File: src/ufib_pkg.sv
// shared constants for the uart fifo, interrupt and baud block
package ufib_pkg;

  // ---------------------------------------------------------------
  // register word indexes (byte address is four times the index)
  // ---------------------------------------------------------------
  localparam logic [3:0] OFS_DATA = 4'h0; // rx buffer / tx holding
  localparam logic [3:0] OFS_IEN  = 4'h1; // interrupt enable
  localparam logic [3:0] OFS_IIR  = 4'h2; // ident read, fifo ctrl write
  localparam logic [3:0] OFS_LCR  = 4'h3; // line control
  localparam logic [3:0] OFS_MCR  = 4'h4; // modem control
  localparam logic [3:0] OFS_LSR  = 4'h5; // line status
  localparam logic [3:0] OFS_MSR  = 4'h6; // modem status
  localparam logic [3:0] OFS_SCR  = 4'h7; // scratch
  localparam logic [3:0] OFS_CFG  = 4'h8; // rate configuration

  // ---------------------------------------------------------------
  // field positions
  // ---------------------------------------------------------------
  localparam int FCR_EN     = 0;
  localparam int FCR_RX_CLR = 1;
  localparam int FCR_TX_CLR = 2;
  localparam int FCR_DMA    = 3;
  localparam int IEN_RX     = 0;
  localparam int IEN_TX     = 1;
  localparam int IEN_LS     = 2;
  localparam int IEN_MS     = 3;
  localparam int LCR_DLAB   = 7;
  localparam int MCR_DTR    = 0;
  localparam int MCR_RTS    = 1;
  localparam int MCR_RI     = 2;
  localparam int MCR_IRQ_OE = 3;
  localparam int MCR_LOOP   = 4;
  localparam int CFG_HS     = 2;

  // ---------------------------------------------------------------
  // codes and reset values
  // ---------------------------------------------------------------
  localparam logic [4:0] TRIG_1  = 5'h01;
  localparam logic [4:0] TRIG_4  = 5'h04;
  localparam logic [4:0] TRIG_8  = 5'h08;
  localparam logic [4:0] TRIG_14 = 5'h0E;
  localparam logic [3:0] IID_NONE = 4'h1;
  localparam logic [3:0] IID_LS   = 4'h6;
  localparam logic [3:0] IID_RX   = 4'h4;
  localparam logic [3:0] IID_TO   = 4'hC;
  localparam logic [3:0] IID_TX   = 4'h2;
  localparam logic [3:0] IID_MS   = 4'h0;
  localparam logic [15:0] RST_DIV = 16'h000C;
  localparam logic [3:0] RST_PINS = 4'hF;

  // ---------------------------------------------------------------
  // baud pre-divider: ticks pass at step/13 of the reference rate
  // ---------------------------------------------------------------
  localparam logic [1:0] PREDIV_13   = 2'h0;
  localparam logic [1:0] PREDIV_1625 = 2'h1;
  localparam logic [1:0] PREDIV_1    = 2'h2;
  localparam logic [3:0] PRE_MOD       = 4'hD;
  localparam logic [3:0] PRE_STEP_13   = 4'h1;
  localparam logic [3:0] PRE_STEP_1625 = 4'h8;
  localparam logic [3:0] PRE_STEP_1    = 4'hD;

  // ---------------------------------------------------------------
  // receive timeout: four characters of ten bits at 16x
  // ---------------------------------------------------------------
  localparam int CHAR_BITS = 10;
  localparam int OVERSAMPLE = 16;
  localparam int TO_CHARS = 4;
  localparam int TO_W = 10;
  localparam logic [TO_W-1:0] TO_MAX =
    TO_W'(CHAR_BITS * OVERSAMPLE * TO_CHARS);

endpackage : ufib_pkg

File: src/ufib_baud_gen.sv
// baud generator: selectable pre-divider and 16-bit divisor
`timescale 1ns/1ps
`default_nettype none
module ufib_baud_gen
  import ufib_pkg::*;
(
  // clock and reset
  input  wire logic        i_sys_clk,
  input  wire logic        i_rst_n,
  // rate selection
  input  wire logic [1:0]  i_prediv_sel,
  input  wire logic        i_high_speed,
  input  wire logic [15:0] i_divisor,
  // sixteen-times bit rate enable
  output logic             o_tick16
);

  typedef struct packed {
    logic [3:0]  acc;
    logic        pre;
    logic [15:0] cnt;
    logic        tick;
  } ufib_baud_s;

  ufib_baud_s st_ff;
  ufib_baud_s nxt_st;
  logic [3:0] step;
  logic [4:0] sum;

  // fractional pre-divider, then divisor countdown
  always_comb
  begin
    step = PRE_STEP_13;
    if (i_high_speed || i_prediv_sel == PREDIV_1)
      step = PRE_STEP_1;
    else if (i_prediv_sel == PREDIV_1625)
      step = PRE_STEP_1625;
    sum = {1'b0, st_ff.acc} + {1'b0, step};
    nxt_st = st_ff;
    nxt_st.tick = 1'b0;
    nxt_st.pre = (sum >= {1'b0, PRE_MOD});
    nxt_st.acc = nxt_st.pre ? 4'(sum - {1'b0, PRE_MOD}) : sum[3:0];
    // divisor taken only at reload, so a change never cuts a period
    if (st_ff.pre && i_divisor != 16'h0000)
    begin
      if (st_ff.cnt <= 16'h0001)
      begin
        nxt_st.cnt = i_divisor;
        nxt_st.tick = 1'b1;
      end
      else
        nxt_st.cnt = st_ff.cnt - 16'h0001;
    end
  end

  // state register
  always_ff @(posedge i_sys_clk)
  begin
    if (!i_rst_n)
      st_ff <= '0;
    else
      st_ff <= nxt_st;
  end

  assign o_tick16 = st_ff.tick;

  // a period of more than one pre-tick never gives back-to-back ticks
  a_tick_spacing: assert property (@(posedge i_sys_clk)
    disable iff (!i_rst_n)
    (o_tick16 && st_ff.cnt > 16'h0001) |=> !o_tick16)
    else $error("baud tick repeated inside a divisor period");

endmodule : ufib_baud_gen
`default_nettype wire

File: src/ufib_irq_prio.sv
// interrupt priority encoder for the identification register
`timescale 1ns/1ps
`default_nettype none
module ufib_irq_prio
  import ufib_pkg::*;
(
  // enabled pending sources
  input  wire logic       i_fifo_en,
  input  wire logic       i_ls,
  input  wire logic       i_rx,
  input  wire logic       i_to,
  input  wire logic       i_tx,
  input  wire logic       i_ms,
  // identity of the winner
  output logic [3:0]      o_iid,
  output logic            o_any
);

  // fixed priority: line status, data, timeout, tx empty, modem
  always_comb
  begin
    o_any = i_ls | i_rx | i_to | i_tx | i_ms;
    if (i_ls)
      o_iid = IID_LS;
    else if (i_rx)
      o_iid = IID_RX;
    else if (i_to && i_fifo_en)
      o_iid = IID_TO;
    else if (i_tx)
      o_iid = IID_TX;
    else if (i_ms)
      o_iid = IID_MS;
    else
      o_iid = IID_NONE;
  end

endmodule : ufib_irq_prio
`default_nettype wire

File: src/ufib_top.sv
// uart fifo control, interrupt, enable, divisor and scratch registers
`timescale 1ns/1ps
`default_nettype none
// Function
// - fifo control 7:6 picks receive trigger level
// - control bit 3 selects dma mode 1
// - bit 2 pulses transmit fifo counter clear
// - bit 1 pulses receive fifo counter clear
// - control bit 0 enables fifo mode
// - ident 7:6 show fifo mode, 5:4 zero
// - ident bit 0 high when nothing pending
// - timeout code only in fifo mode
// - line status first, cleared by reading it
// - four idle characters raise timeout, read clears
// - tx empty fourth, write or ident read clears
// - modem status last, cleared by reading it
// - enable bits gate each interrupt source
// - enable bits 7:4 read zero
// - normal speed predivides by thirteen then divisor
// - generator output is sixteen times bit rate
// - high speed applies divisor without predivision
// - predivider selectable 13, 1.625 or 1
// - scratch byte reads back last write
// - modem control bit 3 drives irq, loops carrier
module ufib_top
  import ufib_pkg::*;
(
  // clock and reset
  input  wire logic        i_sys_clk,
  input  wire logic        i_rst_n,
  // avalon-mm register slave
  input  wire logic [3:0]  i_avs_address,
  input  wire logic        i_avs_read,
  input  wire logic        i_avs_write,
  input  wire logic [3:0]  i_avs_byteenable,
  input  wire logic [31:0] i_avs_writedata,
  output logic [31:0]      o_avs_readdata,
  output logic             o_avs_waitrequest,
  // receive datapath
  input  wire logic [7:0]  i_rx_data,
  input  wire logic        i_rx_ready,
  input  wire logic [4:0]  i_rx_level,
  input  wire logic        i_rx_push,
  input  wire logic        i_err_overrun,
  input  wire logic        i_err_parity,
  input  wire logic        i_err_stop,
  input  wire logic        i_err_silent,
  output logic             o_rx_rd,
  // transmit datapath
  input  wire logic        i_tx_empty,
  output logic             o_tx_wr,
  output logic [7:0]       o_tx_data,
  // fifo and line control
  output logic             o_fifo_en,
  output logic             o_dma_mode,
  output logic             o_tx_fifo_clr,
  output logic             o_rx_fifo_clr,
  output logic [7:0]       o_line_ctrl,
  output logic             o_baud16_en,
  // modem pins
  input  wire logic        i_cts_n,
  input  wire logic        i_dsr_n,
  input  wire logic        i_ri_n,
  input  wire logic        i_dcd_n,
  output logic             o_rts_n,
  output logic             o_dtr_n,
  output logic             o_loopback,
  // interrupt pin
  output logic             o_irq,
  output logic             o_irq_oe_n
);

  // ---------------------------------------------------------------
  // state
  // ---------------------------------------------------------------
  typedef struct packed {
    logic [3:0]      ien;
    logic            fifo_en;
    logic            dma;
    logic [1:0]      trig;
    logic            tx_clr;
    logic            rx_clr;
    logic [7:0]      lcr;
    logic [4:0]      mcr;
    logic [7:0]      scratch;
    logic [15:0]     div;
    logic [2:0]      cfg;
    logic [3:0]      ls_flags;
    logic [3:0]      ms_flags;
    logic [3:0]      ms_prev;
    logic [3:0]      sync1;
    logic [3:0]      sync2;
    logic            tx_pend;
    logic            tx_empty_q;
    logic [TO_W-1:0] to_cnt;
    logic            wreq;
    logic [7:0]      rdata;
    logic            tx_wr;
    logic [7:0]      tx_data;
    logic            rx_rd;
    logic            irq;
    logic            irq_oe_n;
    logic [1:0]      pins_n;
  } ufib_regs_s;

  ufib_regs_s st_ff;
  ufib_regs_s nxt_st;

  logic       acc;
  logic       rd_ok;
  logic       wr_ok;
  logic       dlab;
  logic [7:0] wdata;
  logic [3:0] mst;
  logic [3:0] ms_evt;
  logic       rx_pend;
  logic       to_hit;
  logic       pend_ls;
  logic       pend_rx;
  logic       pend_to;
  logic       pend_tx;
  logic       pend_ms;
  logic [3:0] iid;
  logic       any;
  logic       tick16;

  // receive trigger depth from the two control bits
  function automatic logic [4:0] trig_bytes(input logic [1:0] code);
    case (code)
      2'h0:    trig_bytes = TRIG_1;
      2'h1:    trig_bytes = TRIG_4;
      2'h2:    trig_bytes = TRIG_8;
      default: trig_bytes = TRIG_14;
    endcase
  endfunction : trig_bytes

  // ---------------------------------------------------------------
  // bus decode and source qualification
  // ---------------------------------------------------------------

  // a request acts once, in its first cycle while waitrequest is high
  assign acc   = st_ff.wreq & (i_avs_read | i_avs_write);
  assign rd_ok = acc & i_avs_read;
  assign wr_ok = acc & i_avs_write & i_avs_byteenable[0];
  assign dlab  = st_ff.lcr[LCR_DLAB];
  assign wdata = i_avs_writedata[7:0];

  // modem inputs, looped back from modem control in diagnostic mode
  assign mst = st_ff.mcr[MCR_LOOP] ?
    {st_ff.mcr[MCR_IRQ_OE], st_ff.mcr[MCR_RI],
     st_ff.mcr[MCR_DTR], st_ff.mcr[MCR_RTS]} : ~st_ff.sync2;
  // ring flag on the trailing edge of ring, all others on any change
  assign ms_evt = {mst[3] ^ st_ff.ms_prev[3],
                   st_ff.ms_prev[2] & ~mst[2],
                   mst[1:0] ^ st_ff.ms_prev[1:0]};

  // data source: single byte ready, or fifo at its trigger depth
  assign rx_pend = st_ff.fifo_en ?
    (i_rx_level >= trig_bytes(st_ff.trig)) : i_rx_ready;
  assign to_hit  = st_ff.fifo_en & (i_rx_level != 5'h00) &
                   (st_ff.to_cnt == TO_MAX);

  // each enable bit gates one source, except the receive bit, which gates data and timeout
  assign pend_ls = st_ff.ien[IEN_LS] & (|st_ff.ls_flags);
  assign pend_rx = st_ff.ien[IEN_RX] & rx_pend;
  assign pend_to = st_ff.ien[IEN_RX] & to_hit;
  assign pend_tx = st_ff.ien[IEN_TX] & st_ff.tx_pend;
  assign pend_ms = st_ff.ien[IEN_MS] & (|st_ff.ms_flags);

  // ---------------------------------------------------------------
  // submodules
  // ---------------------------------------------------------------

  // priority encoder for the identification code
  ufib_irq_prio u_prio (
    .i_fifo_en (st_ff.fifo_en),
    .i_ls      (pend_ls),
    .i_rx      (pend_rx),
    .i_to      (pend_to),
    .i_tx      (pend_tx),
    .i_ms      (pend_ms),
    .o_iid     (iid),
    .o_any     (any)
  );

  // sixteen-times bit clock enable
  ufib_baud_gen u_baud (
    .i_sys_clk    (i_sys_clk),
    .i_rst_n      (i_rst_n),
    .i_prediv_sel (st_ff.cfg[1:0]),
    .i_high_speed (st_ff.cfg[CFG_HS]),
    .i_divisor    (st_ff.div),
    .o_tick16     (tick16)
  );

  // ---------------------------------------------------------------
  // next state
  // ---------------------------------------------------------------

  // clears are applied first so that a same-cycle event still sets
  always_comb
  begin
    nxt_st = st_ff;
    nxt_st.tx_clr = 1'b0;
    nxt_st.rx_clr = 1'b0;
    nxt_st.tx_wr = 1'b0;
    nxt_st.rx_rd = 1'b0;
    nxt_st.wreq = ~acc;
    nxt_st.sync1 = {i_dcd_n, i_ri_n, i_dsr_n, i_cts_n};
    nxt_st.sync2 = st_ff.sync1;
    nxt_st.ms_prev = mst;
    nxt_st.tx_empty_q = i_tx_empty;
    nxt_st.irq = any;
    // reads and their side effects
    if (rd_ok)
    begin
      case (i_avs_address)
        OFS_DATA:
          if (dlab)
            nxt_st.rdata = st_ff.div[7:0];
          else
          begin
            nxt_st.rdata = i_rx_data;
            nxt_st.rx_rd = 1'b1;
          end
        OFS_IEN:
          nxt_st.rdata = dlab ? st_ff.div[15:8] :
                         {4'h0, st_ff.ien};
        OFS_IIR:
        begin
          nxt_st.rdata = {{2{st_ff.fifo_en}}, 2'b00,
                          iid[3] & st_ff.fifo_en, iid[2:0]};
          if (iid == IID_TX)
            nxt_st.tx_pend = 1'b0;
        end
        OFS_LCR: nxt_st.rdata = st_ff.lcr;
        OFS_MCR: nxt_st.rdata = {3'h0, st_ff.mcr};
        OFS_LSR:
        begin
          nxt_st.rdata = {2'b00, i_tx_empty, st_ff.ls_flags,
                          i_rx_ready};
          nxt_st.ls_flags = 4'h0;
        end
        OFS_MSR:
        begin
          nxt_st.rdata = {mst, st_ff.ms_flags};
          nxt_st.ms_flags = 4'h0;
        end
        OFS_SCR: nxt_st.rdata = st_ff.scratch;
        OFS_CFG: nxt_st.rdata = {5'h00, st_ff.cfg};
        default: nxt_st.rdata = 8'h00;
      endcase
    end
    // writes
    if (wr_ok)
    begin
      case (i_avs_address)
        OFS_DATA:
          if (dlab)
            nxt_st.div[7:0] = wdata;
          else
          begin
            nxt_st.tx_wr = 1'b1;
            nxt_st.tx_data = wdata;
            nxt_st.tx_pend = 1'b0;
          end
        OFS_IEN:
          if (dlab)
            nxt_st.div[15:8] = wdata;
          else
          begin
            nxt_st.ien = wdata[3:0];
            // enabling while already empty reports it at once
            if (wdata[IEN_TX] && !st_ff.ien[IEN_TX] && i_tx_empty)
              nxt_st.tx_pend = 1'b1;
          end
        OFS_IIR:
        begin
          nxt_st.fifo_en = wdata[FCR_EN];
          nxt_st.trig = wdata[7:6];
          nxt_st.dma = wdata[FCR_DMA] & wdata[FCR_EN];
          nxt_st.tx_clr = wdata[FCR_TX_CLR];
          nxt_st.rx_clr = wdata[FCR_RX_CLR];
        end
        OFS_LCR: nxt_st.lcr = wdata;
        OFS_MCR: nxt_st.mcr = wdata[4:0];
        OFS_SCR: nxt_st.scratch = wdata;
        OFS_CFG: nxt_st.cfg = wdata[2:0];
        default: nxt_st.rdata = st_ff.rdata;
      endcase
    end
    // hardware sets, after the software clears
    nxt_st.ls_flags = nxt_st.ls_flags |
      {i_err_silent, i_err_stop, i_err_parity, i_err_overrun};
    nxt_st.ms_flags = nxt_st.ms_flags | ms_evt;
    if (i_tx_empty && !st_ff.tx_empty_q)
      nxt_st.tx_pend = 1'b1;
    // idle time since the last fifo access, counted in 16x ticks
    if (i_rx_push || nxt_st.rx_rd || i_rx_level == 5'h00 ||
        !st_ff.fifo_en)
      nxt_st.to_cnt = '0;
    else if (tick16 && st_ff.to_cnt != TO_MAX)
      nxt_st.to_cnt = st_ff.to_cnt + 1'b1;
    // pin drivers; modem outputs go inactive in diagnostic mode
    nxt_st.irq_oe_n = ~nxt_st.mcr[MCR_IRQ_OE];
    nxt_st.pins_n = nxt_st.mcr[MCR_LOOP] ? 2'b11 :
      ~{nxt_st.mcr[MCR_RTS], nxt_st.mcr[MCR_DTR]};
  end

  // state register with synchronous reset
  always_ff @(posedge i_sys_clk)
  begin
    if (!i_rst_n)
    begin
      st_ff <= '0;
      st_ff.div <= RST_DIV;
      st_ff.sync1 <= RST_PINS;
      st_ff.sync2 <= RST_PINS;
      st_ff.wreq <= 1'b1;
      st_ff.irq_oe_n <= 1'b1;
      st_ff.pins_n <= 2'b11;
    end
    else
      st_ff <= nxt_st;
  end

  // ---------------------------------------------------------------
  // outputs
  // ---------------------------------------------------------------
  assign o_avs_readdata    = {24'h000000, st_ff.rdata};
  assign o_avs_waitrequest = st_ff.wreq;
  assign o_rx_rd           = st_ff.rx_rd;
  assign o_tx_wr           = st_ff.tx_wr;
  assign o_tx_data         = st_ff.tx_data;
  assign o_fifo_en         = st_ff.fifo_en;
  assign o_dma_mode        = st_ff.dma;
  assign o_tx_fifo_clr     = st_ff.tx_clr;
  assign o_rx_fifo_clr     = st_ff.rx_clr;
  assign o_line_ctrl       = st_ff.lcr;
  assign o_baud16_en       = tick16;
  assign o_rts_n           = st_ff.pins_n[1];
  assign o_dtr_n           = st_ff.pins_n[0];
  assign o_loopback        = st_ff.mcr[MCR_LOOP];
  assign o_irq             = st_ff.irq;
  assign o_irq_oe_n        = st_ff.irq_oe_n;

  // ---------------------------------------------------------------
  // checks
  // ---------------------------------------------------------------
  a_ident_upper: assert property (@(posedge i_sys_clk)
    disable iff (!i_rst_n)
    (rd_ok && i_avs_address == OFS_IIR) |=>
      (o_avs_readdata[5:4] == 2'b00 &&
       o_avs_readdata[7:6] == {2{o_fifo_en}}))
    else $error("ident upper bits wrong");

  a_ident_none: assert property (@(posedge i_sys_clk)
    disable iff (!i_rst_n)
    (rd_ok && i_avs_address == OFS_IIR) |=>
      (o_avs_readdata[0] == !$past(any)))
    else $error("ident bit 0 disagrees with pending state");

  a_ident_tout: assert property (@(posedge i_sys_clk)
    disable iff (!i_rst_n)
    (rd_ok && i_avs_address == OFS_IIR && !st_ff.fifo_en) |=>
      !o_avs_readdata[3])
    else $error("timeout code outside fifo mode");

  a_line_first: assert property (@(posedge i_sys_clk)
    disable iff (!i_rst_n)
    pend_ls |-> (iid == IID_LS && any))
    else $error("line status not reported first");

  a_enable_upper: assert property (@(posedge i_sys_clk)
    disable iff (!i_rst_n)
    (rd_ok && i_avs_address == OFS_IEN && !dlab) |=>
      (o_avs_readdata[7:4] == 4'h0))
    else $error("enable upper bits not zero");

  a_clr_pulse: assert property (@(posedge i_sys_clk)
    disable iff (!i_rst_n)
    (wr_ok && i_avs_address == OFS_IIR && wdata[FCR_TX_CLR]) |=>
      o_tx_fifo_clr ##1 !o_tx_fifo_clr)
    else $error("tx fifo clear not a single pulse");

  a_rclr_pulse: assert property (@(posedge i_sys_clk)
    disable iff (!i_rst_n)
    (wr_ok && i_avs_address == OFS_IIR && wdata[FCR_RX_CLR]) |=>
      o_rx_fifo_clr ##1 !o_rx_fifo_clr)
    else $error("rx fifo clear not a single pulse");

  a_dma_needs: assert property (@(posedge i_sys_clk)
    disable iff (!i_rst_n)
    o_dma_mode |-> o_fifo_en)
    else $error("dma mode 1 without fifo mode");

  a_irq_gate: assert property (@(posedge i_sys_clk)
    disable iff (!i_rst_n)
    (wr_ok && i_avs_address == OFS_MCR) |=>
      (o_irq_oe_n == !$past(wdata[MCR_IRQ_OE])))
    else $error("irq drive does not follow modem control");

  a_bus_answer: assert property (@(posedge i_sys_clk)
    disable iff (!i_rst_n)
    acc |=> !o_avs_waitrequest ##1 o_avs_waitrequest)
    else $error("bus answer not one cycle after request");

endmodule : ufib_top
`default_nettype wire

File: config.mk
export PLATFORM = sky130hd
export DESIGN_NAME = ufib_top
export DESIGN_NICKNAME = d
export VERILOG_FILES = /design/src/ufib_pkg.sv /design/src/ufib_baud_gen.sv /design/src/ufib_irq_prio.sv /design/src/ufib_top.sv
export SDC_FILE = /design/constraint.sdc
export NUM_CORES = 1
export LEC_CHECK = 0
export BUFFER_PORTS_ARGS = -buffer_cell sky130_fd_sc_hd__clkbuf_2
export CAP_MARGIN = 20
export CORE_ASPECT_RATIO = 0.5
export CORE_MARGIN = 2
export CORE_UTILIZATION = 55
export CTS_CLUSTER_SIZE = 16
export DETAILED_ROUTE_END_ITERATION = 6
export GPL_TIMING_DRIVEN = 1
export HOLD_SLACK_MARGIN = 0.1
export PLACE_DENSITY_LB_ADDON = 0.08
export SLEW_MARGIN = 20
export SYNTH_ARGS = -nofsm -noshare
export SYNTH_HDL_FRONTEND = slang
export SYNTH_SLANG_ARGS = --single-unit
export TNS_END_PERCENT = 50
File: constraint.sdc
create_clock -name i_sys_clk -period 3.4 [get_ports i_sys_clk]
set_input_delay 0.34 -clock i_sys_clk [delete_from_list [all_inputs] [get_ports i_sys_clk]]
set_output_delay 0.34 -clock i_sys_clk [all_outputs]
set_load 0.02 [all_outputs]
==> results.md <==
* Antenna violations before repair at 0
* Actual slew at the worst max-slew pin at 860 ps
* Post_cts resized at 0
* Post-CTS setup buffer count at 0
* Detailed Place HPWL at 11600 um
* Hold Buf Count CTS at 3
* Final Hold Slack at 101 ps
* 1st-pass router iterations at 5
* Fin crit share at 0.802
* Number of I/O pins at 129
* Max Cap Viol at 0
* Die ar. at 12600 sq um
* Final hold violation count at 0
* Cell with the most instances after synthesis: dfxtp_1
* Ys async rst share at 0
* Worst skew pair latency at 420 ps
* Worst clock skew at 6.25 ps
* H-tree depth at 4
* Unrepaired setup endpoints after global routing: no
* Main combinational cell family by area after synthesis: simple AND/OR/NAND/NOR gates
* Root buf cell: clkbuf_16
* Largest net degree at the start of global routing at 49
* Overall power at 3.71 mW
* Ratio of cells with drive above 1 in the final layout at 0.162
* Max VDD drop at 0.299 mV
* Antenna Violating Nets Remaining at 0
* Synth Register Bits at 127
* Initial Util at 0.573
* Prevailing post-synth register cell: dfxtp_1
* Ys Warns at 0
* Placer Congestion at 0.896
* Internal reg-to-reg setup slack at 670 ps
* DRC viols at 0
* Post-synth top cells: 127 x dfxtp_1, 76 x nor2_1, 61 x nand2_1, 51 x mux2i_1, 48 x buf_4
* Synthesized cell area at 6390 sq um
* Xor/xnor share of the synthesized area at 0.0206
* Post-synthesis cell count at 737
* GR Util All Layers at 0.277
* Fin crit period at 2730 ps
* Clk sinks at 127
* Max FO, Critical Path at 5
* Seq/Total Area, Yosys at 0.398
* Compound-cell area share of the yosys netlist at 0.166
* Die X-Extent at 156 um
* Pleak at 3.04 nW
* Vias in the first global route at 5006
* Final net count at 863
* Total negative setup slack at 0 ps
* Rows at 27
* Slew Limit Headroom at 0.424
* FMAX at 367 MHz
* R2R Path End: u_baud.st_ff[20]$_SDFF_PN0_
* Status: finished, final reports clean
* Vias per cell at 5.90
* WL final at 16800 um
* Clock transition at the registers of the reported paths at 60 ps
* Post-synth EDFFs at 0
* Num CTS Buffers at 17
* R2R cell count at 10
* DR iter-0 viols at 667
* WL per Instance at 17.9 um
* Area contributors post-synth: dfxtp_1 40%, mux2i_1 8.0%, buf_4 5.6%, nor2_1 4.5%, nand2_1 3.6%
* Hold Crit Class: in2reg
* CTS tree: yes
* Worst Hold Path EP: nxt_st[37]$_SDFF_PN1_
* Die Ht at 80.2 um
* Critical R2R Launch: st_ff[55]$_SDFFE_PN0P_
* Fin. max-slew vios at 0
* Hold path start: i_ri_n
* Via count at 5538
* Synthesized-area fraction occupied by and/or/nand/nor cells at 0.210
* N_diodes at 0
* Port bufs at 77
* Post-Synth Adder-Cell Area at 0.0274
* Worst Path Arrival at 3070 ps
* CP startpoint kind: register
* WHS Path Cells at 2
* Area delta synth->final at 13.1%
* Multiplexer share of the synthesized area at 0.0822
* Largest area contributor in the netlist: dfxtp_1
* Unique cell type count in the Yosys netlist at 72
* Crit. End Element: register
* Core area at 11100 sq um
* First-pass GRT wire length at 26500 um
* Total grt overflow at 0
* CP Class: reg2reg
* Avg Inst Size Synth at 8.67 sq um
* Final setup fails at 0
* Max Buffers Root-to-Sink at 2
* Worst Path Required at 3750 ps
* Power Density at 513 nW/um^2
* Synth top area share at 0.398
[power breakdown]
group,internal (mW),switching (mW)
Sequential,1.51,0.0163
Clock,1.19,0.724
Combinational,0.0872,0.182
[worst max-delay path by stage]
stage | startpoint | to | slack, ps | depth (start not counted)
3_3_place_gp | st_ff[55]$_SDFFE_PN0P_ | u_baud.st_ff[18]$_SDFF_PN0_ | 780 | 10
2_1_floorplan | st_ff[55]$_SDFFE_PN0P_ | u_baud.st_ff[18]$_SDFF_PN0_ | 980 | 10
3_5_place_dp | st_ff[55]$_SDFFE_PN0P_ | u_baud.st_ff[18]$_SDFF_PN0_ | 700 | 10
5_1_grt | st_ff[55]$_SDFFE_PN0P_ | u_baud.st_ff[20]$_SDFF_PN0_ | 450 | 10
6_report | st_ff[55]$_SDFFE_PN0P_ | u_baud.st_ff[20]$_SDFF_PN0_ | 670 | 10
4_1_cts | st_ff[55]$_SDFFE_PN0P_ | u_baud.st_ff[18]$_SDFF_PN0_ | 670 | 10
[worst max-delay path: stages, from the launching register on]
cell	delay (ps)
dfxtp_1	390
inv_1	70
or3_1	350
ha_1	210
ha_1	330
inv_1	70
ha_1	190
o31a_1	230
a21boi_0	490
o21ai_0	160
a21oi_1	160
[layout make-up]
class | instances | area (sq um)
tap | 145 | 181
clock buffer | 18 | 439
sequential | 127 | 2540
inverter | 22 | 82.6
fill | 945 | 3920
clock inverter | 14 | 180
multi-input combinational | 525 | 3330
timing repair buffer | 88 | 475
[cells in the final DEF (no fill, tap or decap), types with 8 or more instances in the layout]
master / count
and3_1: 12
a21oi_1: 45
clkbuf_16: 17
a31oi_1: 8
dfxtp_1: 127
o21ai_0: 15
buf_4: 8
nor3_1: 14
conb_1: 24
and2_1: 11
nand2_1: 61
clkbuf_2: 77
nor2_1: 76
inv_1: 21
mux2i_1: 51
nand3_1: 30
xor2_1: 10
ha_1: 14
a22o_1: 14
nand2b_1: 15
[per-layer routing]
layer  GRT usage  vias to the layer above  wire length [um]
met5           0                        -                 0
met4       0.100                        0               333
met3      0.0594                       34              1200
met2       0.437                      241              7490
met1       0.375                     2609              7750
li1            -                     2654                 -
[per-stage QoR]
stage          std cells  setup slack [ps]   util  instance area (sq um)
4_1_cts              939               674  0.648                   7230
3_3_place_gp         904               778  0.590                   6580
5_1_grt              939               446  0.648                   7230
3_5_place_dp         904               696  0.590                   6580
6_report             939               675  0.648                   7230
2_1_floorplan        760               980      -                   6480
[sequential cells by signal, indices dropped and copies added (netlist names), 4 cells and up]
signal          cells
st_ff              65
u_baud.st_ff       21
o_avs_readdata      8
o_line_ctrl         8
o_tx_data           8
nxt_st              4
[kinds of logic after synthesis]
| group | after synthesis |
|---|---|
| muxes | 52 |
| DFF | 127 |
| adders and majority gates | 14 |
| AOI/OAI and AO/OA | 152 |
| xor gates and xnor gates | 15 |
| other | 1 |
| and+or+nand+nor | 268 |
| buffers and inverters | 108 |
No activity file was read; power rests on OpenSTA's default activity.
